<file path="src/drs_regs.svh">
// register offsets, field positions, reset values and timing figures of the driver control
`ifndef DRS_REGS_SVH
`define DRS_REGS_SVH

// register byte offsets
`define DRS_OFF_CUR_ONE     8'h00
`define DRS_OFF_CUR_TWO     8'h04
`define DRS_OFF_SLEW        8'h08
`define DRS_OFF_FAULT       8'h0C
`define DRS_OFF_STATE       8'h10
`define DRS_OFF_IRQ_ST      8'h14
`define DRS_OFF_IRQ_MASK    8'h18

// reset values
`define DRS_CUR_RST         10'h000
`define DRS_SLEW_RST        2'h0
`define DRS_FAULT_RST       4'h0
`define DRS_IRQ_RST         8'h00
`define DRS_RDATA_RST       32'h0000_0000
`define DRS_SYNC_RST        6'h2A

// synchroniser bit positions
`define DRS_SY_SCK          0
`define DRS_SY_CSB          1
`define DRS_SY_SI           2
`define DRS_SY_SAFE         3
`define DRS_SY_TEST         4
`define DRS_SY_SUPLO        5

// serial frame layout, msb first
`define DRS_FRAME_BITS      5'h10
`define DRS_FR_SEL_HI       15
`define DRS_FR_SEL_LO       14
`define DRS_FR_DATA_HI      9
`define DRS_FR_SLEW_HI      1
`define DRS_SEL_CUR_ONE     2'h0
`define DRS_SEL_CUR_TWO     2'h1
`define DRS_SEL_SLEW        2'h2

// state register bits
`define DRS_ST_SAFE         0
`define DRS_ST_TEST         1
`define DRS_ST_CMD          2
`define DRS_ST_SUPLO        3

// interrupt status bits; faults occupy bits 3..0
`define DRS_IRQ_SAFE_IN     4
`define DRS_IRQ_SAFE_OUT    5
`define DRS_IRQ_FRAME_OK    6
`define DRS_IRQ_FRAME_DROP  7

// typical output transition times per slew code, and the clock period
`define DRS_SLEW_T0_NS      500
`define DRS_SLEW_T1_NS      1000
`define DRS_SLEW_T2_NS      2000
`define DRS_SLEW_T3_NS      5000
`define DRS_CLK_PERIOD_PS   8000

`endif

</file>
<file path="src/drs_pkg.sv">
// types shared by the driver reset and safe-state control
package drs_pkg;

    // serial receiver states, one-hot
    typedef enum logic [2:0] {
        DRS_LNK_IDLE  = 3'h1,
        DRS_LNK_SHIFT = 3'h2,
        DRS_LNK_HOLD  = 3'h4
    } drs_lnk_state_t;

    // serial receiver state
    typedef struct packed {
        drs_lnk_state_t state;
        logic           sck_d;
        logic [4:0]     bitcnt;
        logic [15:0]    shift_in;
        logic [15:0]    shift_out;
        logic           so;
        logic           so_oe_n;
        logic           frame_valid;
        logic           frame_drop;
        logic [15:0]    frame_data;
    } drs_lnk_st_t;

    // top-level state
    typedef struct packed {
        logic [9:0]  cur1;
        logic [9:0]  cur2;
        logic [1:0]  slew;
        logic        cmd_valid;
        logic [3:0]  fault;
        logic [7:0]  irq_st;
        logic [7:0]  irq_mask;
        logic        safe_d;
        logic        wr_pend;
        logic [7:0]  wr_addr;
        logic [31:0] rdata;
        logic        drv1;
        logic        drv2;
        logic [9:0]  slew_cyc;
    } drs_top_st_t;

endpackage

</file>
<file path="src/drs_sync.sv">
// three-stage input synchroniser; a change counts once stages two and three agree
`timescale 1ns/1ps
`include "drs_regs.svh"

module drs_sync #(
    parameter int               W       = 6,
    parameter logic [W-1:0]     RST_VAL = '0
) (
    input  wire logic           clock,
    input  wire logic           rst_n,
    input  wire logic [W-1:0]   d,
    output logic      [W-1:0]   q
);
    typedef struct packed {
        logic [W-1:0] s1;
        logic [W-1:0] s2;
        logic [W-1:0] s3;
        logic [W-1:0] q;
    } drs_sync_st_t;

    drs_sync_st_t s_r;
    drs_sync_st_t s_nxt;

    // stage one feeds only stage two; output follows stage three when two and three agree
    always_comb begin
        s_nxt    = s_r;
        s_nxt.s1 = d;
        s_nxt.s2 = s_r.s1;
        s_nxt.s3 = s_r.s2;
        for (int i = 0; i < W; i++) begin
            if (s_r.s2[i] == s_r.s3[i]) begin
                s_nxt.q[i] = s_r.s3[i];
            end
        end
    end

    // reset values keep open pins at their safe reading until sampled
    always_ff @(posedge clock or negedge rst_n) begin
        if (!rst_n) begin
            s_r <= {RST_VAL, RST_VAL, RST_VAL, RST_VAL};
        end else begin
            s_r <= s_nxt;
        end
    end

    assign q = s_r.q;

endmodule

</file>
<file path="src/drs_link.sv">
// serial command receiver and return shifter, run from sampled serial clock edges
`timescale 1ns/1ps
`include "drs_regs.svh"

module drs_link (
    input  wire logic         clock,
    input  wire logic         rst_n,
    input  wire logic         sck,
    input  wire logic         csb_n,
    input  wire logic         si,
    input  wire logic         block,
    input  wire logic [15:0]  tx_word,
    output logic              so_out,
    output logic              so_oe_n,
    output logic              frame_valid,
    output logic              frame_drop,
    output logic [15:0]       frame_data
);
    import drs_pkg::*;

    drs_lnk_st_t s_r;
    drs_lnk_st_t s_nxt;
    logic        rise;
    logic        fall;

    // edges of the already synchronised serial clock
    assign rise = sck & ~s_r.sck_d;
    assign fall = ~sck & s_r.sck_d;

    // frame sequencing; while blocked the frame is swallowed and the return floats
    always_comb begin
        s_nxt             = s_r;
        s_nxt.sck_d       = sck;
        s_nxt.frame_valid = 1'b0;
        s_nxt.frame_drop  = 1'b0;
        case (s_r.state)
            DRS_LNK_IDLE: begin
                if (!csb_n) begin
                    s_nxt.bitcnt    = 5'h00;
                    s_nxt.shift_out = tx_word;
                    s_nxt.so        = tx_word[15];
                    s_nxt.state     = block ? DRS_LNK_HOLD : DRS_LNK_SHIFT;
                end
            end
            DRS_LNK_SHIFT: begin
                if (block) begin
                    s_nxt.state = DRS_LNK_HOLD;
                end else if (csb_n) begin
                    // only a whole frame counts as a command
                    s_nxt.frame_valid = (s_r.bitcnt == `DRS_FRAME_BITS);
                    s_nxt.frame_data  = s_r.shift_in;
                    s_nxt.state       = DRS_LNK_IDLE;
                end else begin
                    if (rise) begin
                        s_nxt.shift_in = {s_r.shift_in[14:0], si};
                        if (s_r.bitcnt != 5'h1F) begin
                            s_nxt.bitcnt = s_r.bitcnt + 5'h01;
                        end
                    end
                    if (fall) begin
                        s_nxt.shift_out = {s_r.shift_out[14:0], 1'b0};
                        s_nxt.so        = s_r.shift_out[14];
                    end
                end
            end
            DRS_LNK_HOLD: begin
                if (csb_n) begin
                    s_nxt.frame_drop = 1'b1;
                    s_nxt.state      = DRS_LNK_IDLE;
                end
            end
            default: begin
                s_nxt.state = DRS_LNK_IDLE;
            end
        endcase
        s_nxt.so_oe_n = (s_nxt.state != DRS_LNK_SHIFT);
    end

    always_ff @(posedge clock or negedge rst_n) begin
        if (!rst_n) begin
            s_r <= '{state: DRS_LNK_IDLE, sck_d: 1'b0, bitcnt: 5'h00, shift_in: 16'h0000,
                     shift_out: 16'h0000, so: 1'b0, so_oe_n: 1'b1, frame_valid: 1'b0,
                     frame_drop: 1'b0, frame_data: 16'h0000};
        end else begin
            s_r <= s_nxt;
        end
    end

    assign so_out      = s_r.so;
    assign so_oe_n     = s_r.so_oe_n;
    assign frame_valid = s_r.frame_valid;
    assign frame_drop  = s_r.frame_drop;
    assign frame_data  = s_r.frame_data;
endmodule

</file>
<file path="src/drs_top.sv">
// reset, safe-state and slew control of a dual-channel solenoid current driver
//
// Overview of operation
// reset zeroes both current commands, outputs off, all settings to defaults
// reset also clears every fault bit
// after reset the outputs stay off until a valid command arrives
// logic supply undervoltage resets the block exactly like power-on reset
// while safe input is high, currents are zero and settings held at defaults
// while safe input is high, serial commands are dropped and return pin floats
// entering the safe state keeps every latched fault bit
// after the safe state ends, currents stay zero and settings default until commanded
// an open safe input reads high, so the block starts and stays safe
// the system holds the safe input high while the logic supply is low
// fault capture is off while the logic supply is below its operating level
// the factory check input is grounded; open it reads low and does nothing
// slew code 0 to 3 selects typical transitions of 0.5, 1, 2, 5 us
`timescale 1ns/1ps
`include "drs_regs.svh"

module drs_top (
    input  wire logic         clock,
    input  wire logic         nrst,
    input  wire logic         vdd_uv,
    input  wire logic         safe_in,
    input  wire logic         test_in,
    input  wire logic         supply_low_in,
    input  wire logic         sck,
    input  wire logic         csb_n,
    input  wire logic         si,
    output logic              so_out,
    output logic              so_oe_n,
    input  wire logic [3:0]   fault_evt,
    input  wire logic         hsel,
    input  wire logic [31:0]  haddr,
    input  wire logic [1:0]   htrans,
    input  wire logic         hwrite,
    input  wire logic [2:0]   hsize,
    input  wire logic [31:0]  hwdata,
    input  wire logic         hready,
    output logic              hreadyout,
    output logic [31:0]       hrdata,
    output logic              hresp,
    output logic              irq,
    output logic              low_side_output_one,
    output logic              low_side_output_two,
    output logic [9:0]        cur_cmd_one,
    output logic [9:0]        cur_cmd_two,
    output logic [1:0]        slew_sel,
    output logic [9:0]        slew_cycles
);
    import drs_pkg::*;

    // transition times in clock cycles, typical figures rounded down
    localparam logic [9:0] SLEW_CYC0 = 10'(`DRS_SLEW_T0_NS * 1000 / `DRS_CLK_PERIOD_PS);
    localparam logic [9:0] SLEW_CYC1 = 10'(`DRS_SLEW_T1_NS * 1000 / `DRS_CLK_PERIOD_PS);
    localparam logic [9:0] SLEW_CYC2 = 10'(`DRS_SLEW_T2_NS * 1000 / `DRS_CLK_PERIOD_PS);
    localparam logic [9:0] SLEW_CYC3 = 10'(`DRS_SLEW_T3_NS * 1000 / `DRS_CLK_PERIOD_PS);

    logic         rst_raw_n;
    logic         rst_s1;
    logic         rst_n;
    logic [5:0]   pins_s;
    logic         safe_s;
    logic         test_s;
    logic         suplo_s;
    logic         frame_valid;
    logic         frame_drop;
    logic [15:0]  frame_data;
    logic         acc;
    logic         rd_fault;
    logic         rd_irq;
    logic [3:0]   fault_set;
    logic [7:0]   irq_evt;
    logic [3:0]   state_word;
    drs_top_st_t  s_r;
    drs_top_st_t  s_nxt;

    // undervoltage joins the external reset, so both take the same path
    assign rst_raw_n = nrst & ~vdd_uv;

    // reset release through two flops; assertion stays asynchronous
    always_ff @(posedge clock or negedge rst_raw_n) begin
        if (!rst_raw_n) begin
            rst_s1 <= 1'b0;
            rst_n  <= 1'b0;
        end else begin
            rst_s1 <= 1'b1;
            rst_n  <= rst_s1;
        end
    end

    // the serial, safe, test and supply-low pins pass the three-stage synchroniser; safe resets high
    drs_sync #(
        .W       (6),
        .RST_VAL (`DRS_SYNC_RST)
    ) u_sync (
        .clock (clock),
        .rst_n (rst_n),
        .d     ({supply_low_in, test_in, safe_in, si, csb_n, sck}),
        .q     (pins_s)
    );

    assign safe_s  = pins_s[`DRS_SY_SAFE];
    assign test_s  = pins_s[`DRS_SY_TEST];
    assign suplo_s = pins_s[`DRS_SY_SUPLO];

    // serial command port; the fault word goes back on every frame taken while safe is low
    drs_link u_link (
        .clock       (clock),
        .rst_n       (rst_n),
        .sck         (pins_s[`DRS_SY_SCK]),
        .csb_n       (pins_s[`DRS_SY_CSB]),
        .si          (pins_s[`DRS_SY_SI]),
        .block       (safe_s),
        .tx_word     ({12'h000, s_r.fault}),
        .so_out      (so_out),
        .so_oe_n     (so_oe_n),
        .frame_valid (frame_valid),
        .frame_drop  (frame_drop),
        .frame_data  (frame_data)
    );

    // bus address phase decode; single zero-wait slave
    assign acc      = hsel & hready & htrans[1];
    assign rd_fault = acc & ~hwrite & (haddr[7:0] == `DRS_OFF_FAULT);
    assign rd_irq   = acc & ~hwrite & (haddr[7:0] == `DRS_OFF_IRQ_ST);

    // faults are not trusted while the logic supply is low
    assign fault_set = fault_evt & {4{~suplo_s}};

    // sticky events: faults, safe entry and exit, frames taken and dropped
    assign irq_evt = {frame_drop, frame_valid, ~safe_s & s_r.safe_d, safe_s & ~s_r.safe_d,
                      fault_set};

    assign state_word = {suplo_s, s_r.cmd_valid, test_s, safe_s};

    // next state of the whole block
    always_comb begin
        s_nxt         = s_r;
        s_nxt.safe_d  = safe_s;
        s_nxt.wr_pend = acc & hwrite;
        s_nxt.wr_addr = haddr[7:0];

        // write data phase lands one cycle after its address phase
        if (s_r.wr_pend) begin
            case (s_r.wr_addr)
                `DRS_OFF_CUR_ONE: begin
                    s_nxt.cur1      = hwdata[`DRS_FR_DATA_HI:0];
                    s_nxt.cmd_valid = 1'b1;
                end
                `DRS_OFF_CUR_TWO: begin
                    s_nxt.cur2      = hwdata[`DRS_FR_DATA_HI:0];
                    s_nxt.cmd_valid = 1'b1;
                end
                `DRS_OFF_SLEW: begin
                    s_nxt.slew = hwdata[`DRS_FR_SLEW_HI:0];
                end
                `DRS_OFF_IRQ_MASK: begin
                    s_nxt.irq_mask = hwdata[7:0];
                end
                default: begin
                    s_nxt.wr_pend = s_nxt.wr_pend;
                end
            endcase
        end

        // a whole serial frame acts as a command
        if (frame_valid) begin
            case (frame_data[`DRS_FR_SEL_HI:`DRS_FR_SEL_LO])
                `DRS_SEL_CUR_ONE: begin
                    s_nxt.cur1      = frame_data[`DRS_FR_DATA_HI:0];
                    s_nxt.cmd_valid = 1'b1;
                end
                `DRS_SEL_CUR_TWO: begin
                    s_nxt.cur2      = frame_data[`DRS_FR_DATA_HI:0];
                    s_nxt.cmd_valid = 1'b1;
                end
                `DRS_SEL_SLEW: begin
                    s_nxt.slew = frame_data[`DRS_FR_SLEW_HI:0];
                end
                default: begin
                    s_nxt.cmd_valid = s_nxt.cmd_valid;
                end
            endcase
        end

        // safe state overrides every current and slew write and leaves the defaults behind on exit
        if (safe_s) begin
            s_nxt.cur1      = `DRS_CUR_RST;
            s_nxt.cur2      = `DRS_CUR_RST;
            s_nxt.slew      = `DRS_SLEW_RST;
            s_nxt.cmd_valid = 1'b0;
        end

        // fault bits: a new fault beats a clearing read; safe state never clears them
        s_nxt.fault  = (rd_fault ? `DRS_FAULT_RST : s_r.fault) | fault_set;
        s_nxt.irq_st = (rd_irq ? `DRS_IRQ_RST : s_r.irq_st) | irq_evt;

        // read data registered at the address phase, shown in the data phase
        if (acc && !hwrite) begin
            case (haddr[7:0])
                `DRS_OFF_CUR_ONE:  s_nxt.rdata = {22'h000000, s_r.cur1};
                `DRS_OFF_CUR_TWO:  s_nxt.rdata = {22'h000000, s_r.cur2};
                `DRS_OFF_SLEW:     s_nxt.rdata = {30'h00000000, s_r.slew};
                `DRS_OFF_FAULT:    s_nxt.rdata = {28'h0000000, s_r.fault};
                `DRS_OFF_STATE:    s_nxt.rdata = {28'h0000000, state_word};
                `DRS_OFF_IRQ_ST:   s_nxt.rdata = {24'h000000, s_r.irq_st};
                `DRS_OFF_IRQ_MASK: s_nxt.rdata = {24'h000000, s_r.irq_mask};
                default:           s_nxt.rdata = `DRS_RDATA_RST;
            endcase
        end

        // gate drive only after a command, with nonzero current, outside the safe state
        s_nxt.drv1 = s_nxt.cmd_valid & (|s_nxt.cur1) & ~safe_s;
        s_nxt.drv2 = s_nxt.cmd_valid & (|s_nxt.cur2) & ~safe_s;

        // transition time that the output stage is told to use
        case (s_nxt.slew)
            2'h0:    s_nxt.slew_cyc = SLEW_CYC0;
            2'h1:    s_nxt.slew_cyc = SLEW_CYC1;
            2'h2:    s_nxt.slew_cyc = SLEW_CYC2;
            default: s_nxt.slew_cyc = SLEW_CYC3;
        endcase
    end

    // one register for the whole state; reset equals power-on defaults
    always_ff @(posedge clock or negedge rst_n) begin
        if (!rst_n) begin
            s_r <= '{cur1: `DRS_CUR_RST, cur2: `DRS_CUR_RST, slew: `DRS_SLEW_RST,
                     cmd_valid: 1'b0, fault: `DRS_FAULT_RST, irq_st: `DRS_IRQ_RST,
                     irq_mask: `DRS_IRQ_RST, safe_d: 1'b1, wr_pend: 1'b0,
                     wr_addr: 8'h00, rdata: `DRS_RDATA_RST, drv1: 1'b0, drv2: 1'b0,
                     slew_cyc: SLEW_CYC0};
        end else begin
            s_r <= s_nxt;
        end
    end

    // outputs; bus never stalls and never errors
    assign hreadyout           = 1'b1;
    assign hresp               = 1'b0;
    assign hrdata              = s_r.rdata;
    assign irq                 = |(s_r.irq_st & s_r.irq_mask);
    assign low_side_output_one = s_r.drv1;
    assign low_side_output_two = s_r.drv2;
    assign cur_cmd_one         = s_r.cur1;
    assign cur_cmd_two         = s_r.cur2;
    assign slew_sel            = s_r.slew;
    assign slew_cycles         = s_r.slew_cyc;
endmodule

</file>
<file path="config.mk">
export PLATFORM = sky130hd
export DESIGN_NAME = drs_top
export DESIGN_NICKNAME = d
export VERILOG_FILES = /design/src/drs_pkg.sv /design/src/drs_sync.sv /design/src/drs_link.sv /design/src/drs_top.sv
export VERILOG_INCLUDE_DIRS = /design/src
export SDC_FILE = /design/constraint.sdc
export NUM_CORES = 1
export LEC_CHECK = 0
export ABC_AREA = 1
export BUFFER_PORTS_ARGS = -buffer_cell sky130_fd_sc_hd__buf_4
export CAP_MARGIN = 20
export CORE_MARGIN = 5
export CORE_UTILIZATION = 50
export DETAILED_ROUTE_END_ITERATION = 8
export GPL_TIMING_DRIVEN = 0
export PLACE_DENSITY_LB_ADDON = 0.3
export SETUP_SLACK_MARGIN = 0.1
export SLEW_MARGIN = 20
export SYNTH_ARGS = -nofsm -noshare
export SYNTH_HDL_FRONTEND = slang
export SYNTH_HIERARCHICAL = 1
export SYNTH_SLANG_ARGS = --single-unit
export TNS_END_PERCENT = 1
</file>
<file path="constraint.sdc">
create_clock -name clock -period 4.8 [get_ports clock]
set_input_delay 0.96 -clock clock [delete_from_list [all_inputs] [get_ports clock]]
set_output_delay 0.96 -clock clock [all_outputs]
set_load 0.02 [all_outputs]
</file>
==> summary.md <==
| Metric | Value |
|---|---|
| Final Skew | `0.01085 ns` |
| Remaining Overflow, GRT | `0` |
| CP startpoint kind | `register` |
| Crit path largest cell delay | `0.36 ns` |
| Die height | `around 130 um` |
| Layout cell share with drive strength beyond 1 | `27.76%` |
| First-pass GRT wire length | `27,730 um` |
| Die area | `17,910 um^2` |
| Max-cap viol count | `0` |
| Cell Count, Final, Fillers Out | `1,211` |
| Crit path cell chain | `inv_1 -> o22ai_1 -> a221oi_1 -> nand2_1 -> buf_4` |
| Initial Utilization | `50.61%` |
| Peak VDD IR | `0.2364 mV` |
| Post-route setup TNS | `0 ns` |
| Clock network power share | `just over 40%` |
| CTS tree | `done` |
| Sw power | `951.3 uW` |
| Critical Path RT | `3.84 ns` |
| DRC Markers | `0` |
| Internal cell power | `roughly 2400 uW` |
| Vias | `roughly 6,000` |
| Overall power | `roughly 3300 uW` |
| DP HPWL | `12,320 um` |
| F_max | `between 300 and 400 MHz` |
| Root Buffer | `clkbuf_16` |
| Fin. Hold Viols | `0` |
| Area of the multi-input gates | `2718 um^2` |
| # nets final | `1,098` |
| Period utilization | `52.31%` |
| Crit Reg-Reg Startpoint | `u_sync/q[3]` |
| ANT nets after route | `0` |
| Drt wl/cell | `between 10 and 15 um` |
| Critical Path Start | `s_r[65]` |
| Clock sinks | `154` |
| Num ports | `156` |
| N_diodes | `0` |
| Num CTS Buffers | `17` |
| CTS Hold Bufs | `0` |
| Clock Path Buffers | `2` |
| Status | `finished, final reports clean` |
| Area growth syn-to-layout | `21.27%` |
| Slew headroom | `62.51%` |
| Avg Cell Area, Syn | `8.790 um^2` |
| Overall Global Routing Usage | `19.27%` |
| H-tree Lvls | `4` |
| Drt pass-1 iters | `5` |
| Largest net degree at the start of global routing | `between 40 and 50` |
| Comb pwr share | `about 15%` |
| Buf/Inv on CP | `2` |
| Sw Ratio | `28.41%` |
| Routability cong. | `0.8854` |
| Pre-CTS setup slack | `2.319 ns` |
| Reg power frac | `44.6%` |
| IO Port Bufs | `78` |
| First DRT Iteration DRCs | `518` |
| WP data arrival | `1.55 ns` |
| Drt via density | `between 4 and 5` |
| Hold Path Class | `register to async pin` |
| Row Count | `45` |
| Dpl cells | `1,179` |
| Clock input transition at the sequential cells of the worst setup and hold paths | `0.06 ns` |
| Filler cells | `1,323` |
| Synth warnings | `6` |
| Routed wire length | `between 15,000 and 20,000 um` |
| RSZ-0062 raised after global routing | `false` |
| Hold WS | `approximately 0.32 ns` |
| Via count of the first global-routing pass | `between 5,000 and 6,000` |
| Leak Pwr | `0.004962 uW` |
| Crit Path Class | `register to output pin` |
| Seq. cell area | `approximately 3900 um^2` |
| Worst setup EP type | `output pin` |
| CP top delay family | `flip-flops` |
| Min Tclk post-route | `2.511 ns` |
| PwrDens | `between 300 and 400 nW/um^2` |
| Antenna violations before repair | `0` |
| Area of the core | `15,150 um^2` |
| Post-CTS Setup Inserts | `0` |
| Post-Synthesis Cells | `just under 900` |
| Clock Latency Late Sink | `~0.42 ns` |
| Chip width | `133.8 um` |
| Critical Path Slowest Stage Cell | `dfrtp_1` |
| Post_cts resized | `0` |
| Slew @ Worst Pin | `around 0.56 ns` |
| PnR worst setup slack | `2.289 ns` |
| Netlist Area Pre-Place | `7665 um^2` |
| Critical Path Fanout Max | `3` |
| Max Slew Vio Count | `0` |
| Final setup viols | `0` |
==> cell usage in the layout, fill, tap and decap left out, types with 3 or more instances in the layout <==
cell	instances
a21oi_1	34
buf_12	3
buf_2	9
buf_4	165
buf_6	4
clkbuf_1	5
clkbuf_16	17
clkinv_4	5
conb_1	40
dfrtp_1	135
dfstp_2	18
ha_1	3
inv_1	111
inv_2	6
mux2_2	7
nand2_1	196
nand2_2	3
nand2_4	5
nand3_1	59
nand3_4	3
nand4_1	3
nor2_1	23
nor2_2	3
nor2_4	11
nor3_1	3
nor3_4	4
o21ai_0	61
o21ai_1	35
o22ai_1	18
==> layer usage <==
metal	routed length, um	track usage (%)
met5	0	0
met4	425	7.429
met3	1108	4.426
met2	7865	29.65
met1	7363	26.70
==> through the flow <==
step | cell area (um^2) | utilization [%]
6_report | 9295 | 61.37
3_5_place_dp | 8692 | 57.39
2_1_floorplan | 7807 | -
4_1_cts | 9295 | 61.37
5_1_grt | 9295 | 61.37
3_3_place_gp | 8628 | 56.97
==> final timing paths <==
path                            slack (ns)                   to  cells past startpoint
max in group asynchronous             3.82       u_link/s_r[58]                      1
worst min register to register        0.32       u_link/s_r[45]                      0
min in group clock                    0.35      u_sync/s_nxt[8]                      0
worst max-delay path                  2.29                  irq                      5
worst max register to register        2.87  low_side_output_two                      9
worst min-delay path                  0.32       u_link/s_r[45]                      0
==> cell type report <==
class	count	share of cell area, %
buffer	106	8.251
clock inverter	14	1.763
tap	188	2.531
multi-input combinational	531	29.24
timing repair buffer	81	6.946
sequential	154	41.74
inverter	119	4.805
clock buffer	18	4.725
==> sequential cells by signal, summed over array words and instances, names as in the netlist <==
register	count
u_link/frame_drop	1
u_sync/s_r	6
s_r	31
low_side_output_one	1
u_link/s_r	40
low_side_output_two	1
cur_cmd_one	10
u_link/frame_valid	1
slew_cycles	7
rst_n	1
hrdata	10
u_link/so_oe_n	1
u_link/so_out	1
rst_s1	1
u_sync/q	6
cur_cmd_two	10
u_sync/s_nxt	12
slew_sel	2
u_link/frame_data	12
==> power groups by stage <==
stage          Combinational [uW]  Clock [uW]  Sequential, uW
2_1_floorplan                 355           0            1520
3_3_place_gp                  470           0            1530
3_5_place_dp                  503           0            1510
4_1_cts                       503        1380            1490
5_1_grt                       570        1430            1510
6_report                      505        1350            1490
Note: power is estimated with default switching activity, not from simulation.
